==> src/verilog/sensor_diag_pkg.sv <==
// shared constants and carrier types of the diagnostic encoder
package sensor_diag_pkg;

  // ==================================================
  // apb register map
  localparam logic [7:0] CTRL_OFS = 8'h00;
  localparam logic [7:0] STATUS_OFS = 8'h04;
  localparam logic [7:0] PARAM_OFS = 8'h08;
  localparam logic [7:0] ACTID_OFS = 8'h0C;
  localparam logic [31:0] CTRL_RESET = 32'h0000_0000;
  localparam int CTRL_VARIANT_BIT = 0;

  // ==================================================
  // status register fields
  localparam int ST_MODE_LSB = 0;
  localparam int ST_ERR_BIT = 4;
  localparam int ST_INHIBIT_BIT = 5;
  localparam int ST_FAULT_BIT = 6;
  localparam int ST_SAWOPEN_BIT = 7;
  localparam int ST_ERRCODE_LSB = 8;

  // ==================================================
  // figures and derived cycle counts
  localparam longint unsigned CLK_HZ = 100_000_000;
  localparam longint unsigned INHIBIT_MIN = 10;
  localparam longint unsigned INHIBIT_CYC = INHIBIT_MIN * 64'd60 * CLK_HZ;
  localparam longint unsigned TEACH_S = 10;
  localparam longint unsigned TEACH_CYC = TEACH_S * CLK_HZ;
  localparam longint unsigned FLASH_TICK_US = 166_666;
  localparam longint unsigned FLASH_TICK_CYC = FLASH_TICK_US * CLK_HZ / 64'd1_000_000;
  localparam logic [7:0] TEMP_LIMIT_C = 8'd70;
  localparam logic [2:0] PULSES_TEMP = 3'd4;
  localparam logic [2:0] PULSES_ACTUATOR = 3'd5;
  localparam logic [2:0] PULSES_STEADY = 3'd0;
  localparam logic [3:0] SAFE_CODE_OFF = 4'h0;

  // ==================================================
  // display mode, highest priority last
  typedef enum logic [2:0] {
    MODE_OPEN = 3'b000,
    MODE_CLOSED = 3'b001,
    MODE_LIMIT = 3'b010,
    MODE_INHIBIT = 3'b011,
    MODE_ERROR = 3'b100,
    MODE_TEACH = 3'b101,
    MODE_BUSERR = 3'b110
  } mode_e;

  typedef struct packed {
    logic duoGreen;
    logic duoRed;
    logic red;
    logic yellow;
  } led_s;

  typedef struct packed {
    logic alt;
    logic red;
    logic y1;
    logic y3;
  } pattern_s;

endpackage

==> src/verilog/safety_sensor_diag_encoder.sv <==
// diagnostic status encoder: leds, fault bit, safety code and parameter reply
`timescale 1ns/1ps
// Overview of operation
// RQ1 - guard open: green only, fault clear, code 0; closed: yellow, dynamic code
// RQ2 - limit area: duo alternates, yellow flashes, fault set, dynamic code kept
// RQ3 - enabling inhibit: duo alternates, red and yellow off, fault set, code 0
// RQ4 - device or periphery error: duo alternates, red flash code, fault, code 0
// RQ5 - address zero or bus failure: duo steady red, fault clear, code 0
// RQ6 - red shows 4 pulses hot, 5 actuator fault, steady for defect
// RQ7 - temperature above seventy degrees is the over-temperature error
// RQ8 - wrong or defective actuator is the actuator error, immediate switch-off
// RQ9 - every recognised error also raises the periphery fault bit; the code leaves it clear while teach-in or a bus error is shown
// RQ10 - fault bit set always means alternating red-green duo led
// RQ11 - master reads parameter bits by writing parameter value F
// RQ12 - parameter write reply carries current diagnostic parameter bits
// RQ13 - diagnostic bits: present, hysteresis, inhibit, error
// RQ14 - detection variant returns actuator number 1 to 15
// RQ15 - detection variant returns zero without an actuator
// RQ16 - ten minute inhibit after teaching, restarted by power loss; reset here ends the inhibit instead
// RQ17 - error indication clears only after guard opened and closed again
// RQ18 - teach-in: red on, yellow 1 Hz, after ten seconds 3 Hz
// RQ19 - priority: bus error, error, inhibit, limit area, guard state; the code also ranks teach-in between bus error and error
// RQ20 - flash patterns come from a free-running divided time base
module safety_sensor_diag_encoder #(
  parameter longint unsigned INHIBIT_CYCLES = sensor_diag_pkg::INHIBIT_CYC,
  parameter longint unsigned TEACH_CYCLES = sensor_diag_pkg::TEACH_CYC,
  parameter longint unsigned TICK_CYCLES = sensor_diag_pkg::FLASH_TICK_CYC
) (
  // clock, reset, enable
  input wire logic core_clk,
  input wire logic arst_n,
  input wire logic ce,
  // apb slave
  input wire logic psel,
  input wire logic penable,
  input wire logic pwrite,
  input wire logic [7:0] paddr,
  input wire logic [31:0] pwdata,
  output logic [31:0] prdata,
  output logic pready,
  output logic pslverr,
  // sensed device state
  input wire logic guardClosed,
  input wire logic limitArea,
  input wire logic actuatorPresent,
  input wire logic [3:0] actuatorId,
  input wire logic [7:0] tempCelsius,
  input wire logic actuatorFault,
  input wire logic internalDefect,
  input wire logic teachActive,
  input wire logic teachDone,
  // slave interface state
  input wire logic [4:0] slaveAddr,
  input wire logic commError,
  input wire logic [3:0] dynCode,
  input wire logic paramWrStb,
  input wire logic [3:0] paramWrData,
  // indications and replies
  output sensor_diag_pkg::led_s leds,
  output logic periphery_fault_bit,
  output logic [3:0] safety_data_code,
  output logic [3:0] paramReply,
  output logic paramReplyValid
);

  // ==================================================
  // declarations
  logic [31:0] ctrl;
  sensor_diag_pkg::mode_e mode;
  sensor_diag_pkg::mode_e next_mode;
  sensor_diag_pkg::pattern_s pat;
  logic [2:0] pulses;
  logic [2:0] next_pulses;
  logic errLatched;
  logic sawOpen;
  logic [2:0] errPulses;
  logic [39:0] inhibitCnt;
  logic inhibitActive;
  logic [35:0] teachCnt;
  logic teachLate;
  logic overTemp;
  logic errNow;
  logic busErr;
  logic errClear;
  logic inhibitDone;
  logic variantAd;
  logic [3:0] paramBits;
  logic [3:0] diagBits;
  logic [3:0] adBits;
  sensor_diag_pkg::led_s next_leds;
  logic next_fault;
  logic [3:0] next_code;
  logic apbAccess;
  logic apbWr;
  logic apbHit;
  logic [31:0] next_prdata;
  logic [31:0] statusWord;

  // ==================================================
  // time base for flashing
  led_pattern_gen #(
    .TICK_CYCLES(TICK_CYCLES)
  ) u_pattern (
    .core_clk(core_clk),
    .arst_n(arst_n),
    .ce(ce),
    .pulses(pulses),
    .pat(pat)
  );

  // ==================================================
  // error detection
  assign overTemp = tempCelsius > sensor_diag_pkg::TEMP_LIMIT_C; // RQ7
  assign errNow = overTemp || actuatorFault || internalDefect; // RQ8
  assign busErr = (slaveAddr == 5'd0) || commError; // RQ5
  // reset needs a full open-close cycle with the cause gone
  assign errClear = !errNow && sawOpen && guardClosed; // RQ17
  // steady red wins over pulse codes, a defect hides the others
  assign next_pulses = internalDefect ? sensor_diag_pkg::PULSES_STEADY :
                       actuatorFault ? sensor_diag_pkg::PULSES_ACTUATOR :
                       overTemp ? sensor_diag_pkg::PULSES_TEMP : errPulses; // RQ6

  // latched error and guard cycle tracking, a fresh error wins over clearing
  always_ff @(posedge core_clk or negedge arst_n) begin
    if (!arst_n) begin
      errLatched <= 1'b0;
      sawOpen <= 1'b0;
      errPulses <= sensor_diag_pkg::PULSES_STEADY;
    end else if (ce) begin
      errLatched <= errNow || (errLatched && !errClear); // RQ17
      sawOpen <= errLatched && !errNow && (sawOpen || !guardClosed);
      errPulses <= next_pulses;
    end
  end

  // ==================================================
  // enabling inhibit after teaching; power loss is a reset, which ends it and reloads the count
  assign inhibitDone = (inhibitCnt == 40'd0);

  always_ff @(posedge core_clk or negedge arst_n) begin
    if (!arst_n) begin
      inhibitCnt <= 40'(INHIBIT_CYCLES); // RQ16
      inhibitActive <= 1'b0;
    end else if (ce) begin
      if (teachDone) begin
        inhibitCnt <= 40'(INHIBIT_CYCLES); // RQ16
        inhibitActive <= 1'b1;
      end else if (inhibitActive) begin
        inhibitCnt <= inhibitDone ? inhibitCnt : inhibitCnt - 40'd1;
        // ends only once time is up and the new actuator is seen
        inhibitActive <= !(inhibitDone && actuatorPresent); // RQ16
      end
    end
  end

  // teach-in duration, drives the change to the fast flash
  always_ff @(posedge core_clk or negedge arst_n) begin
    if (!arst_n) begin
      teachCnt <= '0;
      teachLate <= 1'b0;
    end else if (ce) begin
      teachCnt <= (teachActive && !teachLate) ? teachCnt + 36'd1 : (teachActive ? teachCnt : '0);
      teachLate <= teachActive && (teachLate || teachCnt == 36'(TEACH_CYCLES - 64'd1)); // RQ18
    end
  end

  // ==================================================
  // mode selection by priority
  assign next_mode = busErr ? sensor_diag_pkg::MODE_BUSERR :
                     teachActive ? sensor_diag_pkg::MODE_TEACH :
                     (errNow || errLatched) ? sensor_diag_pkg::MODE_ERROR :
                     inhibitActive ? sensor_diag_pkg::MODE_INHIBIT :
                     limitArea ? sensor_diag_pkg::MODE_LIMIT :
                     guardClosed ? sensor_diag_pkg::MODE_CLOSED : sensor_diag_pkg::MODE_OPEN; // RQ19

  // output decode for the chosen mode
  always_comb begin
    next_leds = '0;
    next_fault = 1'b0;
    next_code = sensor_diag_pkg::SAFE_CODE_OFF;
    case (next_mode)
      sensor_diag_pkg::MODE_OPEN: begin
        next_leds.duoGreen = 1'b1; // RQ1
      end
      sensor_diag_pkg::MODE_CLOSED: begin
        next_leds.duoGreen = 1'b1;
        next_leds.yellow = 1'b1; // RQ1
        next_code = dynCode;
      end
      sensor_diag_pkg::MODE_LIMIT: begin
        next_leds.duoGreen = pat.alt;
        next_leds.duoRed = !pat.alt;
        next_leds.yellow = pat.y3; // RQ2
        next_fault = 1'b1;
        next_code = dynCode;
      end
      sensor_diag_pkg::MODE_INHIBIT: begin
        next_leds.duoGreen = pat.alt; // RQ3
        next_leds.duoRed = !pat.alt;
        next_fault = 1'b1;
      end
      sensor_diag_pkg::MODE_ERROR: begin
        next_leds.duoGreen = pat.alt; // RQ10
        next_leds.duoRed = !pat.alt;
        next_leds.red = pat.red; // RQ4
        next_fault = 1'b1; // RQ9
      end
      sensor_diag_pkg::MODE_TEACH: begin
        next_leds.duoGreen = 1'b1;
        next_leds.red = 1'b1;
        next_leds.yellow = teachLate ? pat.y3 : pat.y1; // RQ18
      end
      sensor_diag_pkg::MODE_BUSERR: begin
        next_leds.duoRed = 1'b1; // RQ5
      end
      default: begin
        next_leds = '0;
      end
    endcase
  end

  // indications registered together so they never disagree
  always_ff @(posedge core_clk or negedge arst_n) begin
    if (!arst_n) begin
      mode <= sensor_diag_pkg::MODE_OPEN;
      leds <= '0;
      periphery_fault_bit <= 1'b0;
      safety_data_code <= sensor_diag_pkg::SAFE_CODE_OFF;
      pulses <= sensor_diag_pkg::PULSES_STEADY;
    end else if (ce) begin
      mode <= next_mode;
      leds <= next_leds;
      periphery_fault_bit <= next_fault; // RQ9
      safety_data_code <= next_code; // RQ1
      pulses <= next_pulses;
    end
  end

  // ==================================================
  // parameter port reply
  assign variantAd = ctrl[sensor_diag_pkg::CTRL_VARIANT_BIT];
  assign diagBits = {errNow || errLatched, inhibitActive, limitArea, actuatorPresent}; // RQ13
  assign adBits = actuatorPresent ? actuatorId : 4'h0; // RQ15
  assign paramBits = variantAd ? adBits : diagBits; // RQ14

  // every parameter write is answered; the master chooses F to read
  always_ff @(posedge core_clk or negedge arst_n) begin
    if (!arst_n) begin
      paramReply <= 4'h0;
      paramReplyValid <= 1'b0;
    end else if (ce) begin
      paramReplyValid <= paramWrStb; // RQ12
      paramReply <= paramWrStb ? paramBits : paramReply; // RQ12
    end
  end

  // ==================================================
  // apb slave: one wait state, answer registered
  assign apbAccess = psel && penable && !pready;
  assign apbWr = apbAccess && pwrite && (paddr == sensor_diag_pkg::CTRL_OFS);
  assign statusWord = {19'h0, errPulses, 1'b0, inhibitActive && inhibitDone, 1'b0,
                       periphery_fault_bit, inhibitActive, errLatched, 1'b0, mode};
  assign apbHit = (paddr == sensor_diag_pkg::CTRL_OFS) || (paddr == sensor_diag_pkg::STATUS_OFS) ||
                  (paddr == sensor_diag_pkg::PARAM_OFS) || (paddr == sensor_diag_pkg::ACTID_OFS);
  assign next_prdata = (pwrite || !apbHit) ? 32'h0 :
                       (paddr == sensor_diag_pkg::CTRL_OFS) ? ctrl :
                       (paddr == sensor_diag_pkg::STATUS_OFS) ? statusWord :
                       (paddr == sensor_diag_pkg::PARAM_OFS) ? {28'h0, paramBits} :
                       {27'h0, actuatorPresent, actuatorId};

  // writes to read-only words are ignored and flagged
  always_ff @(posedge core_clk or negedge arst_n) begin
    if (!arst_n) begin
      ctrl <= sensor_diag_pkg::CTRL_RESET;
      pready <= 1'b0;
      pslverr <= 1'b0;
      prdata <= 32'h0;
    end else if (ce) begin
      pready <= apbAccess;
      pslverr <= apbAccess && (!apbHit || (pwrite && paddr != sensor_diag_pkg::CTRL_OFS));
      prdata <= apbAccess ? next_prdata : prdata;
      ctrl <= apbWr ? {31'h0, pwdata[0]} : ctrl;
    end
  end
endmodule

==> src/verilog/led_pattern_gen.sv <==
// free-running time base producing the led flash patterns
`timescale 1ns/1ps
module led_pattern_gen #(
  parameter longint unsigned TICK_CYCLES = sensor_diag_pkg::FLASH_TICK_CYC
) (
  // clock and reset
  input wire logic core_clk,
  input wire logic arst_n,
  input wire logic ce,
  // pulse group length, zero for steady light
  input wire logic [2:0] pulses,
  // registered patterns
  output sensor_diag_pkg::pattern_s pat
);

  // ==================================================
  // prescaler and slot counters
  logic [35:0] pre;
  logic [3:0] slot;
  logic [1:0] div3;
  logic tick;
  logic groupOn;
  sensor_diag_pkg::pattern_s next_pat;

  assign tick = (pre == 36'(TICK_CYCLES - 64'd1));
  // pulse k lit in slot 2k, slots 2*pulses..15 form the pause between groups
  assign groupOn = (slot[0] == 1'b0) && (slot[3:1] < pulses); // RQ20
  assign next_pat.y3 = tick ? ~pat.y3 : pat.y3;
  assign next_pat.y1 = (tick && div3 == 2'd2) ? ~pat.y1 : pat.y1;
  assign next_pat.alt = next_pat.y1;
  assign next_pat.red = (pulses == sensor_diag_pkg::PULSES_STEADY) ? 1'b1 : groupOn; // RQ6

  // time base stops only while ce is low, so patterns stay in phase with each other
  always_ff @(posedge core_clk or negedge arst_n) begin
    if (!arst_n) begin
      pre <= '0;
      slot <= '0;
      div3 <= '0;
      pat <= '0;
    end else if (ce) begin
      pre <= tick ? '0 : pre + 36'd1; // RQ20
      slot <= tick ? slot + 4'd1 : slot;
      div3 <= tick ? ((div3 == 2'd2) ? 2'd0 : div3 + 2'd1) : div3;
      pat <= next_pat;
    end
  end

endmodule

==> config.mk <==
export PLATFORM = sky130hd
export DESIGN_NAME = safety_sensor_diag_encoder
export DESIGN_NICKNAME = d
export VERILOG_FILES = /design/src/verilog/sensor_diag_pkg.sv /design/src/verilog/safety_sensor_diag_encoder.sv /design/src/verilog/led_pattern_gen.sv
export SDC_FILE = /design/constraint.sdc
export NUM_CORES = 1
export LEC_CHECK = 0
export ABC_AREA = 0
export BUFFER_PORTS_ARGS = -buffer_cell sky130_fd_sc_hd__buf_4
export CORE_AREA = 2 2 120 122
export DETAILED_ROUTE_END_ITERATION = 6
export DIE_AREA = 0 0 122 124
export PLACE_DENSITY = 0.84
export SYNTH_ARGS = -nofsm -noshare
export SYNTH_HDL_FRONTEND = slang
export SYNTH_SLANG_ARGS = --single-unit
==> constraint.sdc <==
create_clock -name core_clk -period 4.7 [get_ports core_clk]
set_input_delay 0.235 -clock core_clk [delete_from_list [all_inputs] [get_ports core_clk]]
set_output_delay 0.235 -clock core_clk [all_outputs]
set_load 0.03 [all_outputs]
Word-level counts from Yosys, hierarchy flattened

Index checks and enable logic that the tools add are counted.

Eq/ne operators: 14
Reduce and logical (&&, ||, !) cells: 56
Add/sub/neg operators: 5
Multiplexer cells: 33
Bitwise operators: 3
Order comparisons: 2

Operator list:

| kind                                                           | number |
|---|---|
| two-way mux 40 bit                                             | 3 |
| two-way mux 36 bit                                             | 3 |
| adder 36 x 1 -> 36 bit (second input constant)                 | 2 |
| zero test 40 bit                                               | 1 |
| subtractor 40 x 1 -> 40 bit (second input constant)            | 1 |
| two-way mux 13 bit                                             | 3 |
| == test 36 x 24 -> 1 bit (second input constant)               | 1 |
| == test 36 x 30 -> 1 bit (second input constant)               | 1 |
| two-way mux 3 bit                                              | 6 |
| logical AND 1 bit                                              | 17 |
| == test 8 x 4 -> 1 bit (second input constant)                 | 2 |
| AND reduction 2 bit                                            | 7 |
| logical OR 1 bit                                               | 12 |
| two-way mux 4 bit                                              | 3 |
| == test 3 bit (second input constant)                          | 3 |
| == test 8 x 3 -> 1 bit (second input constant)                 | 1 |
| greater-than comparator 8 x 7 -> 1 bit (second input constant) | 1 |
| zero test 1 bit                                                | 8 |
| zero test 8 bit                                                | 1 |
| nonzero test 8 bit                                             | 1 |
| two-way mux 1 bit                                              | 7 |
| == test 3 x 2 -> 1 bit (second input constant)                 | 2 |
| zero test 3 bit                                                | 2 |
| two-way mux 2 bit                                              | 3 |
| 17 further kinds                                               | 22 |

Register bits after elaboration: 180
Output and inout port bits: 48
Logic and storage cells: 139
Bits of input ports: 80

Depth between registers and ports, before layout

Word-level depth: 10
Gate-level depth with buffers: 8
Mapped depth without buffers: 7

Modules after synthesis

A second synthesis with hierarchy kept.

Cell total of the unflattened synthesis: 889
Area total of the unflattened synthesis: 8385.5 µm²

Modules (own cells, without submodules):

| module                     | cells an instance | area an instance (µm²) | times used | sequential area each (µm²) |
|---|---|---|---|---|
| safety_sensor_diag_encoder | 634               | 5939.4                 | 1          | 2821.5 |
| led_pattern_gen            | 255               | 2446.1                 | 1          | 1126.1 |

Worst setup path before layout

OpenSTA, ideal clock, no wires.

Path kind: register to register
Start: register inhibitCnt[7]
End: register inhibitCnt[23]
Arrival: 2.224 ns
Library setup time: 0.079 ns
Buffers on the path: 2
Clock period less this slack: 2.303 ns
Slack: 2.397 ns
Data required time: 4.621 ns
Stages on the path, launching flop included: 8
Cell sequence: dfrtp_1 > or4_1 > buf_2 > nor4_4 > nand2_2 > buf_2 > nor4_1 > mux2i_1

Longest elaborated chain between the ends: 4
Elaborated cells on any way between the ends: 7
Those cells by class: add/sub (1); eq/ne (1); mux (3); reduce/logical (2)

Ends and longest elaborated chain:

| what                        | line                              | RTL |
|---|---|---|
| start, declared             | safety_sensor_diag_encoder.sv:77  | `logic [39:0] inhibitCnt;` |
| start signal, assigned      | safety_sensor_diag_encoder.sv:142 | `inhibitCnt <= 40'(INHIBIT_CYCLES);` |
| start signal, assigned      | safety_sensor_diag_encoder.sv:146 | `inhibitCnt <= 40'(INHIBIT_CYCLES);` |
| start signal, assigned      | safety_sensor_diag_encoder.sv:149 | `inhibitCnt <= inhibitDone ? inhibitCnt : inhibitCnt - 40'd1;` |
| subtractor 40 x 1 -> 40 bit | safety_sensor_diag_encoder.sv:149 |  |
| two-way mux 40 bit          | safety_sensor_diag_encoder.sv:149 |  |
| two-way mux 40 bit          | safety_sensor_diag_encoder.sv:148 | `end else if (inhibitActive) begin` |
| two-way mux 40 bit          | safety_sensor_diag_encoder.sv:145 | `if (teachDone) begin` |

Several ways; a longest one is shown, not always the timed one. The select of a mux whose other input is x is not followed.
A chain may end at the register's enable or synchronous reset.

Final worst setup path

Start: register u_pattern.pre[0]
End: register u_pattern.slot[1]

Longest elaborated chain between the ends: 2

Ends and longest elaborated chain:

| what                          | line                  | RTL |
|---|---|---|
| start, declared               | led_pattern_gen.sv:18 | `logic [35:0] pre;` |
| start signal, assigned        | led_pattern_gen.sv:41 | `pre <= tick ? '0 : pre + 36'd1;` |
| == test 36 x 24 -> 1 bit      | led_pattern_gen.sv:25 | `assign tick = (pre == 36'(TICK_CYCLES - 64'd1));` |
| AND reduction 2 bit (no line) | n/a                   |  |
| end signal, assigned          | led_pattern_gen.sv:42 | `slot <= tick ? slot + 4'd1 : slot;` |
| end, declared                 | led_pattern_gen.sv:19 | `logic [3:0] slot;` |

Every way passes these cells.

==> results.md <==
- Worst Skew: 0.009298 ns
- Synthesis warning total: 0
- Layout cells sized above 1: 14.83%
- Hold Vio Cnt, Final: 36
- Die Y: 124 um
- Footprint of the flip-flops and latches: 3948 um^2
- Yosys cell types: 64
- Unrepaired setup endpoints after global routing: no
- XOR/XNOR Fraction of Synth Area: 6.290%
- Seq cells post-synth: 157
- Maximum VDD drop: 266.2 uV
- Area leader, netlist: dfrtp_1
- DR vias/cell: 6.266
- H-tree depth: 4
- I/O pin total: 128
- Largest net degree at the start of global routing: 115
- Worst Tran Pin Value: 1.046 ns
- Slew HR: 29.26%
- Post-synth top area share: 42.53%
- Max Clk Rate: 344.0 MHz
- Vias in the first global route: 6,739
- CTS tree: done
- Number of synthesized flops with an enable pin: 0
- TNS Setup: 0 ns
- Total grt overflow: 0
- DP HPWL: 12,620 um
- Initial antenna violation count: 0
- Failing checks: hold timing
- CP Launch Type: flip-flop
- Detail Route Antenna Nets: 0
- Cell Area, Synth: 8354 um^2
- Seq/Total Area, Yosys: 47.25%
- HP Class: in2async
- Worst path required time: 5.02 ns
- CP Max Fanout: 20
- # hold bufs at CTS: 0
- Postcts setup bufs: 0
- Crit Path Class: reg2reg
- Root buf cell: clkbuf_16
- Gpl congestion: 0.8849
- Max-cap violations: 0
- Ant diodes: 0
- Final Power: 0.003305 W
- Wire per inst: 16.97 um
- Nets: 1,024
- Status: complete, but fails checks
- First-pass GRT wire length: 31,980 um
- DR pass1 iterations: 5
- Resized Gates After CTS: 0
- Synth area leaders: dfrtp_1, dfstp_2, nor2_1, xor2_1, nand2_1
- Clk pin slew, worst setup/hold paths: 0.06 ns
- Avg Cell Area, Syn: 9.461 um^2
- Core Area: 13,720 um^2
- Adder-Cell Fraction of Synth Area: 0.7488%
- Most instantiated cells after synthesis: dfrtp_1, nor2_1, nand2_1
- PwrDens: 347.3 nW/um^2
- Vias: 7,087
- Leak: 4.105 nW
- Top-count cell post-synth: dfrtp_1
- Clock buffer depth: 2
- DRC viols: 0
- Post-synthesis compound-gate area fraction: 11.44%
- Die Wd: 122 um
- # setup viols final: 0
- Synth async-reset ratio: 100.0%
- Endpoint type of the worst setup path: flip-flop
- Fillcell total: 1,042
- Area of the multi-input gates: 4115 um^2
- WL final: 19,200 um
- Minimum clock period: 2.907 ns
- Clk_lat worst skew: 0.43 ns
- Primary FF master, synth: dfrtp_1
- Combinational family with the most area after synthesis: simple AND/OR/NAND/NOR gates
- Synth-to-layout area growth: 13.90%
- Iteration-0 DRC Markers: 567
- WHS: -0.09840 ns
- CTS buffer count: 17
- Tcrit/Tclk final: 61.86%
- Arrival time at the worst endpoint: 3.23 ns
- Final Max Slew Viols: 0
- Total track usage: 26.65%
- Die area: 15,130 um^2
- TritonCTS Sinks: 157
- Post-Synthesis Cells: 883
- Synth Area in Simple Gates: 28.32%
- Multiplexer share of the synthesized area: 1.363%
- Initial Utilization: 60.89%
- Port buffer count: 70
- # rows: 43
-- kinds of logic after synthesis --
group / Yosys count
AOI/OAI and AO/OA: 144
other: 1
buffers and inverters: 77
xor gates and xnor gates: 60
and+or+nand+nor: 428
adders and majority gates: 5
muxes: 11
DFF: 157
-- final timing paths --
check,startpoint,end,slack (ns),cells past startpoint
setup / recovery,u_pattern.pre[0]$_DFFE_PN0P_,u_pattern.slot[1]$_DFFE_PN0P_,1.79,6
hold / removal,arst_n,inhibitCnt[3]$_DFFE_PN0P_,-0.1,1
setup reg to reg,u_pattern.pre[0]$_DFFE_PN0P_,u_pattern.slot[1]$_DFFE_PN0P_,1.79,6
hold reg to reg,paramReply[2]$_DFFE_PN0P_,paramReply[2]$_DFFE_PN0P_,0.48,2
max in group asynchronous,arst_n,mode[0]$_DFFE_PN0P_,3.68,2
min in group core_clk,internalDefect,pulses[2]$_DFFE_PN0P_,0.01,2
-- layout by cell type (no fill, tap or decap), types with 14 or more instances in the layout --
cell       instances
nand3_1           51
buf_4             75
a21oi_1           31
dfstp_2           15
nand2_1           71
and3_1            14
conb_1            22
xor2_1            33
dfrtp_1          142
o21ai_0           35
nor3_1            21
clkbuf_16         17
or3_1             20
xnor2_1           27
or4_1             29
nor4_1            29
inv_1             16
nand4_1           34
nor2_1            89
-- power breakdown --
group	leakage [nW]	switching [W]	internal (W)	total [W]
Clock	0.284	0.000566	0.000815	0.00138
Sequential	2.07	0.0000875	0.00143	0.00152
Combinational	1.75	0.000258	0.000151	0.000409
-- worst max-delay path, cell delays in order, from the launching register on --
cell	delay (ns)
dfrtp_1	0.40
ha_1	0.22
nor4b_1	0.24
nand4_1	0.17
nor4_1	0.62
and2_1	0.73
mux2_2	0.41
-- state kept, by name, indices dropped and copies added (netlist names), 2 cells and up --
signal / count
pulses: 2
leds: 4
safety_data_code: 4
paramReply: 4
inhibitCnt: 40
mode: 3
teachCnt: 36
u_pattern.pat: 3
prdata: 10
u_pattern.slot: 4
u_pattern.div3: 2
u_pattern.pre: 36
-- per-layer routing --
metal	track usage (%)	wire [um]	vias to the layer above
li1	-	-	3319
met1	34.09	8187	3494
met2	44.31	9575	231
met3	5.815	1029	43
met4	10.85	407	0
met5	0	0	-
-- metrics by stage --
step | cells | setup slack (ns) | cell area [um^2] | utilization, % | hold WS, ns
final | 1131 | 1.793 | 9515 | 69.36 | -0.09840
after global routing | 1131 | 1.666 | 9515 | 69.36 | 0.02004
after CTS | 1131 | 1.778 | 9515 | 69.36 | 0.004966
after detailed placement | 1100 | 1.746 | 8926 | 65.06 | 0.4530
after global placement | 1100 | 1.808 | 8926 | 65.06 | 0.4479
after floorplan | 904 | 2.397 | 8433 | - | -0.06059
-- layout make-up --
type / instances / area share (%)
Multi-Input combinational cell: 670 / 43.25
Sequential cell: 157 / 41.49
Clock inverter: 11 / 1.394
Tap cell: 180 / 2.367
Timing Repair Buffer: 76 / 6.036
Inverter: 17 / 0.6706
Clock buffer: 20 / 4.799
No activity file was read; power rests on OpenSTA's default activity.
